--- config.mk ---
export PLATFORM = sky130hd
export DESIGN_NAME = adc_conversion_sequencer
export DESIGN_NICKNAME = d
export VERILOG_FILES = /design/src/design/adc_seq_pkg.sv /design/src/design/adc_conversion_sequencer.sv
export SDC_FILE = /design/constraint.sdc
export NUM_CORES = 1
export LEC_CHECK = 0
export BUFFER_PORTS_ARGS = -buffer_cell sky130_fd_sc_hd__buf_4
export CORE_MARGIN = 2
export CORE_UTILIZATION = 28
export DETAILED_ROUTE_END_ITERATION = 10
export MAX_ROUTING_LAYER = met4
export PLACE_DENSITY_LB_ADDON = 0.08
export SYNTH_ARGS = -nofsm -noshare
export SYNTH_HDL_FRONTEND = slang
export SYNTH_SLANG_ARGS = --single-unit
--- constraint.sdc ---
create_clock -name core_clk -period 5.11 [get_ports core_clk]
set_clock_uncertainty 0.1 [all_clocks]
set_input_delay 1.2775 -clock core_clk [delete_from_list [all_inputs] [get_ports core_clk]]
set_output_delay 1.2775 -clock core_clk [all_outputs]
set_load 0.05 [all_outputs]
--- src/design/adc_seq_pkg.sv ---
// package for the converter sequencer: register map, field layout, timing constants
// assumes a 20 MHz core clock; all cycle counts derive from CLK_HZ
package adc_seq_pkg;
   localparam int CLK_HZ = 20000000;
   // byte addresses on the register bus
   localparam logic [11:0] ADDR_CFG_A = 12'h0000;
   localparam logic [11:0] ADDR_CFG_B = 12'h0004;
   localparam logic [11:0] ADDR_CFG_C = 12'h0008;
   localparam logic [11:0] ADDR_RES_H = 12'h000C;
   localparam logic [11:0] ADDR_RES_L = 12'h0010;
   localparam logic [11:0] ADDR_SAMPLE = 12'h0014;
   localparam logic [7:0] CFG_RESET = 8'h00;
   // config a fields
   localparam int A_PWRUP = 7;
   localparam int A_BUSY = 6;
   localparam int A_CHSEL_LO = 2;
   // config b fields
   localparam int B_DIFF_LO = 6;
   localparam int B_CONT = 5;
   localparam int B_RATE_LO = 2;
   // config c fields
   localparam int C_RES_LO = 6;
   localparam int C_JUST = 5;
   localparam int C_UNDER = 4;
   localparam int C_OVER = 3;
   localparam int C_RANGE = 2;
   // start latency of the busy flag, in cycles of the converter's 16 MHz clock
   localparam int BUSY_DELAY_CYC16 = 4;
   localparam int CONV_CLK_HZ = 16000000;
   localparam int BUSY_DELAY_CYC = (BUSY_DELAY_CYC16 * CLK_HZ + CONV_CLK_HZ - 1) / CONV_CLK_HZ;
   // times in nanoseconds; the slowest sampling rate in samples per second
   localparam int WUP_OFF_NS = 15000;
   localparam int WUP_STBY_NS = 600;
   localparam int ACQ0_NS = 750;
   localparam int ACQ1_NS = 3000;
   localparam int ACQ2_NS = 12000;
   localparam int ACQ3_NS = 36000;
   localparam int CONV0_NS = 1700;
   localparam int CONV1_NS = 1900;
   localparam int CONV2_NS = 2100;
   localparam int CONV3_NS = 2300;
   localparam int PDD1_NS = 6000;
   localparam int PDD2_NS = 24000;
   localparam int RATE0_SPS = 2000;
   function automatic int ns2cyc(input int ns);
      int c;
      c = (ns * (CLK_HZ / 1000000) + 999) / 1000;
      return (c < 1) ? 1 : c;
   endfunction
   localparam int WUP_OFF_CYC = ns2cyc(WUP_OFF_NS);
   localparam int WUP_STBY_CYC = ns2cyc(WUP_STBY_NS);
   localparam int ACQ0_CYC = ns2cyc(ACQ0_NS);
   localparam int ACQ1_CYC = ns2cyc(ACQ1_NS);
   localparam int ACQ2_CYC = ns2cyc(ACQ2_NS);
   localparam int ACQ3_CYC = ns2cyc(ACQ3_NS);
   localparam int CONV0_CYC = ns2cyc(CONV0_NS);
   localparam int CONV1_CYC = ns2cyc(CONV1_NS);
   localparam int CONV2_CYC = ns2cyc(CONV2_NS);
   localparam int CONV3_CYC = ns2cyc(CONV3_NS);
   localparam int PDD1_CYC = ns2cyc(PDD1_NS);
   localparam int PDD2_CYC = ns2cyc(PDD2_NS);
   // slowest sampling period; faster rates shift it right
   localparam int RATE0_CYC = CLK_HZ / RATE0_SPS;
   localparam int CNT_W = 16;
   typedef enum logic [1:0] {PWR_OFF, PWR_STBY, PWR_ON} pwr_e;
   typedef struct packed {
      logic cmpDone;
      logic [11:0] code;
   } conv_result_s;
endpackage

--- src/design/adc_conversion_sequencer.sv ---
// conversion sequencer with an AHB-Lite register slave
// assumes one AHB-Lite master, single word transfers; analog core samples on sampleNow
// and holds its code on anaCode until the sequencer's timed conversion_done_irq pulse (modelled outside)
// the sampling timer and the standby timer both run on core_clk alone
`timescale 1ns/1ns
module adc_conversion_sequencer #(
   parameter int RATE0_CYCLES = adc_seq_pkg::RATE0_CYC,
   parameter int WUP_OFF_CYCLES = adc_seq_pkg::WUP_OFF_CYC,
   parameter int PDD2_CYCLES = adc_seq_pkg::PDD2_CYC
) (
   input wire logic core_clk,
   input wire logic sys_rst,
   input wire logic hsel,
   input wire logic [11:0] haddr,
   input wire logic [1:0] htrans,
   input wire logic hwrite,
   input wire logic [2:0] hsize,
   input wire logic [31:0] hwdata,
   input wire logic hready,
   output logic [31:0] hrdata,
   output logic hreadyout,
   output logic hresp,
   input wire logic [11:0] anaCode,
   output logic conversion_done_irq,
   output logic analogPower,
   output logic analogStandby,
   output logic pinsAnalog,
   output logic samplerConnect,
   output logic sampleNow,
   output logic [3:0] posInput,
   output logic [1:0] negInput,
   output logic [1:0] resolution
);
   typedef enum logic [2:0] {S_IDLE, S_START, S_WAKE, S_ACQ, S_CONV, S_HOLD} seq_e;

   logic [7:0] cfgA_r, cfgB_r, cfgC_r, resH_r, resL_r;
   logic busy_r, under_r, over_r;
   seq_e st_r, st_nxt;
   logic [adc_seq_pkg::CNT_W-1:0] cnt_r, cnt_nxt;
   logic [31:0] rateCnt_r, pddCnt_r;
   adc_seq_pkg::pwr_e pwr_r, pwr_nxt;
   logic wrPend_r;
   logic [11:0] wrAddr_r;
   logic [31:0] rdData;

   // bus decode: writes land in the data phase; reads answer with zero wait
   wire logic addrPhase = hsel & hready & htrans[1];
   wire logic wrCfgA = wrPend_r & (wrAddr_r == adc_seq_pkg::ADDR_CFG_A);
   wire logic wrCfgB = wrPend_r & (wrAddr_r == adc_seq_pkg::ADDR_CFG_B);
   wire logic wrCfgC = wrPend_r & (wrAddr_r == adc_seq_pkg::ADDR_CFG_C);
   wire logic pwrup = cfgA_r[adc_seq_pkg::A_PWRUP];
   wire logic startReq = wrCfgA & hwdata[adc_seq_pkg::A_PWRUP];
   wire logic contMode = cfgB_r[adc_seq_pkg::B_CONT];
   wire logic [2:0] rateCode = cfgB_r[adc_seq_pkg::B_RATE_LO +: 3];
   wire logic [1:0] acqCode = cfgB_r[1:0];
   wire logic [1:0] diffCode = cfgB_r[adc_seq_pkg::B_DIFF_LO +: 2];
   wire logic [1:0] resCode = cfgC_r[adc_seq_pkg::C_RES_LO +: 2];
   wire logic rightJust = cfgC_r[adc_seq_pkg::C_JUST];
   wire logic cntZero = (cnt_r == '0);
   wire logic startDone = (st_r == S_START) & cntZero;

   // the core is powered through wakeup, acquisition and conversion
   function automatic logic phaseOn(input seq_e s);
      phaseOn = (s == S_WAKE) | (s == S_ACQ) | (s == S_CONV);
   endfunction

   function automatic logic [adc_seq_pkg::CNT_W-1:0] acqLen(input logic [1:0] c);
      case (c)
         2'd0: acqLen = adc_seq_pkg::CNT_W'(adc_seq_pkg::ACQ0_CYC - 1);
         2'd1: acqLen = adc_seq_pkg::CNT_W'(adc_seq_pkg::ACQ1_CYC - 1);
         2'd2: acqLen = adc_seq_pkg::CNT_W'(adc_seq_pkg::ACQ2_CYC - 1);
         default: acqLen = adc_seq_pkg::CNT_W'(adc_seq_pkg::ACQ3_CYC - 1);
      endcase
   endfunction

   function automatic logic [adc_seq_pkg::CNT_W-1:0] convLen(input logic [1:0] c);
      case (c)
         2'd0: convLen = adc_seq_pkg::CNT_W'(adc_seq_pkg::CONV0_CYC - 1);
         2'd1: convLen = adc_seq_pkg::CNT_W'(adc_seq_pkg::CONV1_CYC - 1);
         2'd2: convLen = adc_seq_pkg::CNT_W'(adc_seq_pkg::CONV2_CYC - 1);
         default: convLen = adc_seq_pkg::CNT_W'(adc_seq_pkg::CONV3_CYC - 1);
      endcase
   endfunction

   // wakeup depends on whether the core was fully off or in standby
   wire logic [adc_seq_pkg::CNT_W-1:0] wupLen = (pwr_r == adc_seq_pkg::PWR_OFF) ?
      adc_seq_pkg::CNT_W'(WUP_OFF_CYCLES - 1) :
      adc_seq_pkg::CNT_W'(adc_seq_pkg::WUP_STBY_CYC - 1);

   // sampling period; reserved codes fall back to the slowest rate
   wire logic [31:0] ratePeriod = rateCode[2] ? 32'(RATE0_CYCLES) :
      32'(RATE0_CYCLES) >> rateCode[1:0];

   // result masking to the selected width, then justification
   function automatic logic [11:0] maskFor(input logic [1:0] r);
      case (r)
         2'd0: maskFor = 12'h03F;
         2'd1: maskFor = 12'h0FF;
         2'd2: maskFor = 12'h3FF;
         default: maskFor = 12'hFFF;
      endcase
   endfunction
   wire logic [11:0] widthMask = maskFor(resCode);
   // both codings come straight out of the analog core's comparator ladder; offset
   // binary is the natural output with the inverting input as the midpoint
   wire logic [11:0] codeR = (anaCode >> (4'd12 - {1'b0, resCode, 1'b0} - 4'd6)) & widthMask;
   wire logic [15:0] codeL = 16'(codeR) << (4'd10 - {1'b0, resCode, 1'b0});
   wire logic [15:0] resWord = rightJust ? 16'(codeR) : codeL;
   wire logic isZero = (codeR == 12'h000);
   wire logic isFull = (codeR == widthMask);

   // a start in the same cycle wins over the end of the old conversion
   wire logic convEnd = (st_r == S_CONV) & cntZero & ~startReq;
   wire logic acqEnd = (st_r == S_ACQ) & cntZero & ~startReq;
   // continuous mode only ticks while powered up
   wire logic rateTick = contMode & pwrup & (rateCnt_r == 32'd0);
   // single step with delay codes 1 to 3 parks in standby; everything else powers off
   wire logic holdAfter = ~contMode & ((rateCode == 3'd1) | (rateCode == 3'd2) |
      (rateCode == 3'd3));
   // standby delay to full power-down
   wire logic [31:0] pddLoad = (rateCode == 3'd1) ? 32'(adc_seq_pkg::PDD1_CYC - 1) :
      32'(PDD2_CYCLES - 1);

   always_comb begin
      st_nxt = st_r;
      cnt_nxt = cntZero ? cnt_r : cnt_r - 1'b1;
      pwr_nxt = pwr_r;
      if (startReq) begin
         st_nxt = S_START;
         cnt_nxt = adc_seq_pkg::CNT_W'(adc_seq_pkg::BUSY_DELAY_CYC - 1);
      end else if (!pwrup) begin
         st_nxt = S_IDLE;
         pwr_nxt = adc_seq_pkg::PWR_OFF;
      end else begin
         case (st_r)
            S_IDLE: begin
               if (rateTick) begin
                  st_nxt = S_START;
                  cnt_nxt = adc_seq_pkg::CNT_W'(adc_seq_pkg::BUSY_DELAY_CYC - 1);
               end
            end
            S_START: begin
               if (cntZero) begin
                  st_nxt = S_WAKE;
                  cnt_nxt = wupLen;
               end
            end
            S_WAKE: begin
               if (cntZero) begin
                  st_nxt = S_ACQ;
                  pwr_nxt = adc_seq_pkg::PWR_ON;
                  cnt_nxt = acqLen(acqCode);
               end
            end
            S_ACQ: begin
               if (cntZero) begin
                  st_nxt = S_CONV;
                  cnt_nxt = convLen(resCode);
               end
            end
            S_CONV: begin
               if (cntZero) begin
                  // continuous mode and delay code 0 power off straight away
                  if (!holdAfter) begin
                     st_nxt = S_IDLE;
                     pwr_nxt = adc_seq_pkg::PWR_OFF;
                  end else begin
                     st_nxt = S_HOLD;
                     pwr_nxt = adc_seq_pkg::PWR_STBY;
                  end
               end
            end
            S_HOLD: begin
               // code 011 holds standby until software drops power-up
               if (rateCode == 3'd3) begin
                  st_nxt = S_HOLD;
               end else if (pddCnt_r == 32'd0) begin
                  st_nxt = S_IDLE;
                  pwr_nxt = adc_seq_pkg::PWR_OFF;
               end
            end
            default: st_nxt = S_IDLE;
         endcase
      end
   end

   // bus read mux; busy and range flags read live state, not stored bits
   always_comb begin
      rdData = 32'h0000_0000;
      case (haddr)
         adc_seq_pkg::ADDR_CFG_A: rdData = {24'h00_0000, cfgA_r[7], busy_r, cfgA_r[5:0]};
         adc_seq_pkg::ADDR_CFG_B: rdData = {24'h00_0000, cfgB_r};
         adc_seq_pkg::ADDR_CFG_C: rdData = {24'h00_0000, cfgC_r[7:5], under_r, over_r,
            under_r | over_r, 2'b00};
         adc_seq_pkg::ADDR_RES_H: rdData = {24'h00_0000, resH_r};
         adc_seq_pkg::ADDR_RES_L: rdData = {24'h00_0000, resL_r};
         default: rdData = 32'h0000_0000;
      endcase
   end

   // a write is held one cycle so its data phase lines up with hwdata
   always_ff @(posedge core_clk) begin
      if (sys_rst) begin
         wrPend_r <= 1'b0;
         wrAddr_r <= 12'h000;
      end else begin
         wrPend_r <= addrPhase & hwrite;
         wrAddr_r <= haddr;
      end
   end

   // read data is latched in the address phase so it stands for the whole data phase
   always_ff @(posedge core_clk) begin
      if (sys_rst) begin
         hrdata <= 32'h0000_0000;
      end else if (addrPhase & ~hwrite) begin
         hrdata <= rdData;
      end
   end

   always_ff @(posedge core_clk) begin
      if (sys_rst) begin
         cfgA_r <= adc_seq_pkg::CFG_RESET;
         cfgB_r <= adc_seq_pkg::CFG_RESET;
         cfgC_r <= adc_seq_pkg::CFG_RESET;
      end else begin
         if (wrCfgA) begin
            cfgA_r <= hwdata[7:0];
         end
         if (wrCfgB) begin
            cfgB_r <= hwdata[7:0];
         end
         // config c keeps only its writable bits; the flag bits read from live state
         if (wrCfgC) begin
            cfgC_r <= {hwdata[7:5], 5'b00000};
         end
      end
   end

   always_ff @(posedge core_clk) begin
      if (sys_rst) begin
         st_r <= S_IDLE;
         cnt_r <= '0;
         pwr_r <= adc_seq_pkg::PWR_OFF;
      end else begin
         st_r <= st_nxt;
         cnt_r <= cnt_nxt;
         pwr_r <= pwr_nxt;
      end
   end

   // sampling-rate timer restarts at each start so periods line up with conversions
   always_ff @(posedge core_clk) begin
      if (sys_rst) begin
         rateCnt_r <= 32'd0;
      end else if (!contMode || !pwrup || startReq || rateTick) begin
         rateCnt_r <= ratePeriod - 32'd1;
      end else if (rateCnt_r != 32'd0) begin
         rateCnt_r <= rateCnt_r - 32'd1;
      end
   end

   // standby hold timer, loaded at conversion end; only read in the hold state
   always_ff @(posedge core_clk) begin
      if (sys_rst) begin
         pddCnt_r <= 32'd0;
      end else if (convEnd) begin
         pddCnt_r <= pddLoad;
      end else if (pddCnt_r != 32'd0) begin
         pddCnt_r <= pddCnt_r - 32'd1;
      end
   end

   always_ff @(posedge core_clk) begin
      if (sys_rst) begin
         busy_r <= 1'b0;
         conversion_done_irq <= 1'b0;
      end else begin
         conversion_done_irq <= convEnd;
         // an abort clears busy at once; it rises again after the start delay
         if (startReq) begin
            busy_r <= 1'b0;
         end else if (convEnd) begin
            busy_r <= 1'b0;
         end else if (startDone) begin
            busy_r <= 1'b1;
         end
      end
   end

   // result bytes and range flags move together with the busy clear at conversion end, not on an abort
   always_ff @(posedge core_clk) begin
      if (sys_rst) begin
         resH_r <= 8'h00;
         resL_r <= 8'h00;
         under_r <= 1'b0;
         over_r <= 1'b0;
      end else if (convEnd) begin
         resH_r <= resWord[15:8];
         resL_r <= resWord[7:0];
         under_r <= isZero;
         over_r <= isFull;
      end
   end

   // power and sampler controls follow the next state so they switch on the phase edge
   always_ff @(posedge core_clk) begin
      if (sys_rst) begin
         analogPower <= 1'b0;
         analogStandby <= 1'b0;
         pinsAnalog <= 1'b0;
         samplerConnect <= 1'b0;
         sampleNow <= 1'b0;
      end else begin
         analogPower <= phaseOn(st_nxt);
         analogStandby <= (st_nxt == S_HOLD);
         pinsAnalog <= pwrup;
         samplerConnect <= (st_nxt == S_ACQ);
         sampleNow <= acqEnd;
      end
   end

   // input routing and resolution are plain copies of the settings
   always_ff @(posedge core_clk) begin
      if (sys_rst) begin
         posInput <= 4'h0;
         negInput <= 2'b00;
         resolution <= 2'b00;
      end else begin
         posInput <= cfgA_r[adc_seq_pkg::A_CHSEL_LO +: 4];
         negInput <= diffCode;
         resolution <= resCode;
      end
   end

   // the slave never stretches a transfer and never errors; kept in flops so the
   // bus outputs come straight from registers like every other output
   always_ff @(posedge core_clk) begin
      if (sys_rst) begin
         hreadyout <= 1'b1;
         hresp <= 1'b0;
      end else begin
         hreadyout <= 1'b1;
         hresp <= 1'b0;
      end
   end
endmodule // adc_conversion_sequencer

[Yosys cells after proc, flatten, opt, wreduce, memory -nomap -nowiden]
Cells that the tools add are included.
Word-level totals
  output and inout bits: 48
  word-level logic and storage cells: 149
  register bits after elaboration: 182
  input bits: 66
Operators by class
  equality and inequality tests: 28
  add/sub/neg operators: 7
  bitwise gates (word level): 25
  reduce and logical (&&, ||, !) cells: 22
  mux-type cells: 38
  shift-type cells: 3
Operators by type and width (number)
  $mux 32: 5
  $mux 16: 7
  $sub 32x1->32 const B: 3
  $logic_not 32->1: 2
  $pmux 16 s4: 1
  $reduce_bool 32->1: 2
  $pmux 8 s5: 1
  $eq 12x4->1 const B: 3
  $logic_not 12->1: 3
  $pmux 12 s3: 1
  $mux 3: 11
  $shr 14x2->32 const A: 1
  $pmux 10 s3: 1
  $eq 12x3->1 const B: 2
  $eq 3x2->1 const B: 6
  $mux 9: 2
  $pmux 3 s6: 1
  $and 1x1->1: 16
  $logic_not 16->1: 1
  $shl 12x4->16: 1
  $sub 16x1->16 const B: 1
  $and 12x12->12: 1
  $eq 12x12->1: 1
  $eq 12x5->1 const B: 1
  23 further kinds: 49

[Depth between registers and ports, before layout]
  word-level depth: 12
  gate-level depth with buffers: 15
  gate-level depth less buffers: 13

[Worst setup path before layout]
OpenSTA, ideal clock, no wires.
  path kind: input -> register
  from: input port hwdata[7]
  to: register rateCnt_r[30]
  setup time: 121 ps
  stages: 14
  arrival time: 4026 ps
  buffers on the path: 2
  slack: 863 ps
  data required time: 4889 ps
  cells stage by stage: nor3b_1 and4_1 nor3_2 buf_6 nor2_1 a21oi_1 ha_1 nor3b_1 nand3_1 or4_1 buf_2 nor4_2 xnor2_1 nor2_1
On the way
  word-level cells in the longest chain between the ends: 4
  elaborated cells between the ends (all ways): 5
  those cells by class: 1 x mux; 1 x bitwise; 3 x reduce/logical
RTL lines
  start, declared: line adc_conversion_sequencer.sv:18  | input wire logic [31:0] hwdata,
  $and 1x1->1 *: line adc_conversion_sequencer.sv:52  | wire logic startReq = wrCfgA & hwdata[adc_seq_pkg::A_PWRUP];
  $logic_or 1x1->1 * (2 in series): line adc_conversion_sequencer.sv:256  | end else if (!contMode || !pwrup || startReq || rateTick) begin
  $mux 32 / $reduce_bool 2->1 (equally long branches)
  end signal, assigned: line adc_conversion_sequencer.sv:257  | rateCnt_r <= ratePeriod - 32'd1;
  end signal, assigned: line adc_conversion_sequencer.sv:259  | rateCnt_r <= rateCnt_r - 32'd1;
  end, declared: line adc_conversion_sequencer.sv:40  | logic [31:0] rateCnt_r, pddCnt_r;
Mark *: on every way between the ends. The rest lies on a longest branch, timed or not.
A chain may end at the register's enable or synchronous reset.

[Worst setup path after layout]
  from: register rateCnt_r[15]
  to: register rateCnt_r[30]
On the way
  word-level cells in the longest chain between the ends: 4
  elaborated cells between the ends (all ways): 8
  those cells by class: 1 x add/sub; 2 x mux; 1 x bitwise; 4 x reduce/logical
RTL lines
  parallel branches: the longest is 4 deep, another holds $sub 32x1->32
Parallel ways; which one is timed is not known. The select of a mux whose other input is x is not followed.

==> results <==
- In this run the worst hold path is classified as flop to flop.
- The maximum frequency from static timing analysis is around 240 MHz.
- For this block, the routed nets add up to between 20 and 25 mm of wire.
- Measured along the x axis, the die boundary spans 172.4 um.
- In the final layout, the share of cells above drive strength 1 is 0.1487.
- The total overflow left after global routing is 0.
- The iteration-0 DRC count of the detailed router is 500.
- The final instance area is 0.009215 mm^2.
- 0 antenna diodes ended up in the layout.
- The flop-to-flop setup slack is between 0.8 and 0.9 ns.
- Power spread over the standard cell area amounts to 449.2 mW/mm^2.
- The arrival time at the worst endpoint is 4.43 ns.
- The first-pass GRT wire length is between 30 and 40 mm.
- The post-detailed-route count of antenna-violating nets is 0.
- The number of setup buffers added after CTS is 0.
- The detailed-route wire length on metal 1 is 10.91 mm.
- The worst setup path is of the flop to flop kind.
- The number of synthesized flops with an enable pin is 0.
- The count of mapped cells out of synthesis is between 900 and 1k.
- The number of vias after detailed routing is 6611.
- Across every metal layer, demand over resource in global routing totals 0.1565.
- The largest net degree at the start of global routing is 63.
- The total count of max-transition violations in the final report was 0.
- Subtracting the final worst setup slack from the clock period gives 4.249 ns.
- Yosys printed 0 warnings.
- The fraction of synthesized cell area taken by the top area cell type is 0.3958.
- The I/O pin count is 114.
- In the layout the commonest cells are 157 x sky130_fd_sc_hd__dfxtp_1, 121 x sky130_fd_sc_hd__nor2_1, 71 x sky130_fd_sc_hd__buf_4, 66 x sky130_fd_sc_hd__a21oi_1, 62 x sky130_fd_sc_hd__nand2_1.
- The port buffer count is 59.
- The starting density of the core is 0.2850.
- The worst hold-check slack is roughly 0.34 ns.
- The die covers a little under 0.03 mm^2.
- The number of gates resized after cts is 0.
- In this run, synthesis produced a sequential element count of 157.
- Max-cap violations in this run came to 0.
- Of all nets on the critical path, the largest fanout is 9.
- The final total power is 4.140 mW.
- The buffer depth of the longest clock path is 2.
- Dividing the detail-routed wire length by the instance count gives 15.86 um.
- The quantity of hold-fixing buffers added after cts is 0.
- The clock drives ~160 sinks.
- The HPWL after detailed placement is 15.44 mm.
- After synthesis, the cell types taking the most area are sky130_fd_sc_hd__dfxtp_1 40%, sky130_fd_sc_hd__nor2_1 5.7%, sky130_fd_sc_hd__xnor2_1 4.4%.
- The critical hold path startpoint is rateCnt_r[31].
- Including well taps, the total number of placed cells is 1329.
- In this run the core area contains 61 standard-cell rows.
- The root buffer cell chosen for the clock tree is sky130_fd_sc_hd__clkbuf_16.
- The floorplan step set the die height to approximately 170 um.
- The flow ran to the end, and the final reports show no timing, DRC or antenna violations.
- After clock tree synthesis, the clock-pin slew on the worst setup and hold paths is 0.06 ns.
- After synthesis, the share of flip-flops with an asynchronous set or reset is 0.
- The critical path startpoint category is a flop.
- Using the TritonRoute via totals, the vias-per-cell ratio works out to 4.861.
- The type of element capturing the critical path is a flop.
- The capture endpoint of the worst hold path is rateCnt_r[31].
- For this design the static power due to leakage is between 3 and 4 nW.
- The setup TNS after final layout is 0 ns.
- After synthesis, the mean cell area works out to 8.575 um^2.
- The initial antenna violation count is 0.
- Leaving out fill and tap cells, the most frequent cell in the layout is sky130_fd_sc_hd__dfxtp_1.
- From synthesis to final layout, the design area changed by 16.06%.
- Routed signal wires occupy layers up through met4.
- The filler-free cell count of the finished design is ~1.4k.
- The worst IR drop on VDD is 0.2176 mV.
- At the end of routability-driven placement, the weighted congestion stood at 0.7602.
- The number of instances on the worst hold path is 2.
- The capture point of the worst reg-to-reg path is rateCnt_r[30].
- The clock tree synthesis step divided the H-tree into 4 levels.
- The residual DRC count is 0.
- The met3 wire length is between 600 and 700 um.
- The met2 routed wirelength is 9.711 mm.
- The required time of the worst setup path is 5.29 ns.
- The number of clock buffers inserted by TritonCTS is 17.
- Setup violations remaining at the end of the flow were counted as 0.
- Setup repair after global routing left no endpoint under its margin.
- Once placement finished, the instance area stood at 0.008646 mm^2.
- The most frequently used flop master after synthesis is sky130_fd_sc_hd__dfxtp_1.
- In this run the standard cell core region covers roughly 0.028 mm^2.
- The clock insertion delay at the later pin of the skew report is ~0.43 ns.
- For the pin with the worst max-slew slack, the measured transition is 0.8891 ns.
- In the finished design, the share of the clock period the worst path needs comes to 0.8314.
- The library cell with the largest summed area after synthesis is sky130_fd_sc_hd__dfxtp_1.
- TritonCTS built the clock tree.
- Counting cells, the worst reg-to-reg path comes to 14.
- The via count of the first global-routing pass is roughly 6.2k.
- The hold violation count in the final report is 0.
- The unique cell type count in the Yosys netlist is between 60 and 70.
- The total iterations of the first detailed-routing run is 5.
- The final layout net count is 1049.
- The register area share after synthesis is 0.3958.
- In this run the tightest slew margin relative to its limit is 0.4065.
- The summed instance area of the synthesized netlist is 0.007940 mm^2.
- The worst register-to-register path begins at rateCnt_r[15].
## critical path: stages (launching register included)
cell,delay (ns)
sky130_fd_sc_hd__dfxtp_1,0.35
sky130_fd_sc_hd__or4_1,0.61
sky130_fd_sc_hd__nor4_2,0.33
sky130_fd_sc_hd__and4b_1,0.39
sky130_fd_sc_hd__nor3_2,0.07
sky130_fd_sc_hd__buf_4,0.17
sky130_fd_sc_hd__a21oi_1,0.15
sky130_fd_sc_hd__ha_1,0.24
sky130_fd_sc_hd__nor3b_1,0.20
sky130_fd_sc_hd__buf_4,0.16
sky130_fd_sc_hd__nand3_1,0.17
sky130_fd_sc_hd__or4_1,0.66
sky130_fd_sc_hd__nor4_2,0.30
sky130_fd_sc_hd__xnor2_1,0.15
sky130_fd_sc_hd__nor2_1,0.05
## kinds of logic after synthesis
group,count (synthesis),synth area share
AO/OA/AOI/OAI,168,0.1376
XOR/XNOR,63,0.06949
adder cells (fa/ha/maj),13,0.02049
buffers and inverters,87,0.05720
flip-flops,157,0.3958
multiplexers,31,0.05011
other,2,0.0009458
AND/OR/NAND/NOR,405,0.2684
## synthesized netlist by cell type (all sizes together), types with 16 or more instances
| cell | count |
|---|---|
| nor2 | 121 |
| nand2 | 63 |
| xor2 | 23 |
| or4 | 17 |
| dfxtp | 157 |
| nor2b | 32 |
| nor3 | 43 |
| nor4 | 28 |
| buf | 36 |
| clkbuf | 34 |
| xnor2 | 40 |
| a21oi | 67 |
| inv | 16 |
| nand3 | 38 |
| o21ai | 28 |
## power breakdown
group / leakage (nW) / switching, mW / internal (mW) / total, mW
clock: 0.278 / 0.571 / 0.695 / 1.27
sequential: 1.28 / 0.143 / 1.37 / 1.51
combinational: 1.88 / 0.821 / 0.539 / 1.36
total: 3.44 / 1.53 / 2.61 / 4.14
## metal layers
metal	track usage	vias up
li1	-	3350
met1	0.2161	3133
met2	0.2337	108
met3	0.02792	20
met4	0.04494	0
met5	-	-
## flip-flops by register name, indices dropped and copies added (netlist names), 2 cells and up
register	flops
resL_r	8
resolution	2
negInput	2
resH_r	8
cfgB_r	8
st_r	3
wrAddr_r	12
pddCnt_r	32
hrdata	8
pwr_r	2
posInput	4
cnt_r	16
cfgC_r	3
cfgA_r	7
rateCnt_r	32
## area by class of cell
cell class              instances  area (um^2)
multi-input cells             706         4433
clock buffers                  18        439.2
clock inverters                13        130.1
repair buffers                 71        533.0
flip-flops and latches        157         3143
inverters                      17        63.81
well taps                     378        473.0
fillers                      2946        18640
## per-stage QoR
stage / setup WS (ns) / utilization
2_1_floorplan: 0.8634 / -
3_3_place_gp: 0.5879 / 0.3104
3_5_place_dp: 0.5368 / 0.3104
4_1_cts: 0.7717 / 0.3308
5_1_grt: 0.4930 / 0.3308
6_report: 0.8614 / 0.3308
## worst max-delay path by stage
stage | startpoint | to | slack, ns | depth (start not counted)
floorplan | hwdata[7] | rateCnt_r[30] | 0.86 | 14
global placement | hwdata[7] | rateCnt_r[30] | 0.59 | 15
detailed placement | hwdata[7] | rateCnt_r[30] | 0.54 | 15
CTS | rateCnt_r[15] | rateCnt_r[30] | 0.77 | 14
global route | rateCnt_r[15] | rateCnt_r[30] | 0.49 | 14
finish | rateCnt_r[15] | rateCnt_r[30] | 0.86 | 14
No activity file was read; power rests on OpenSTA's default activity.
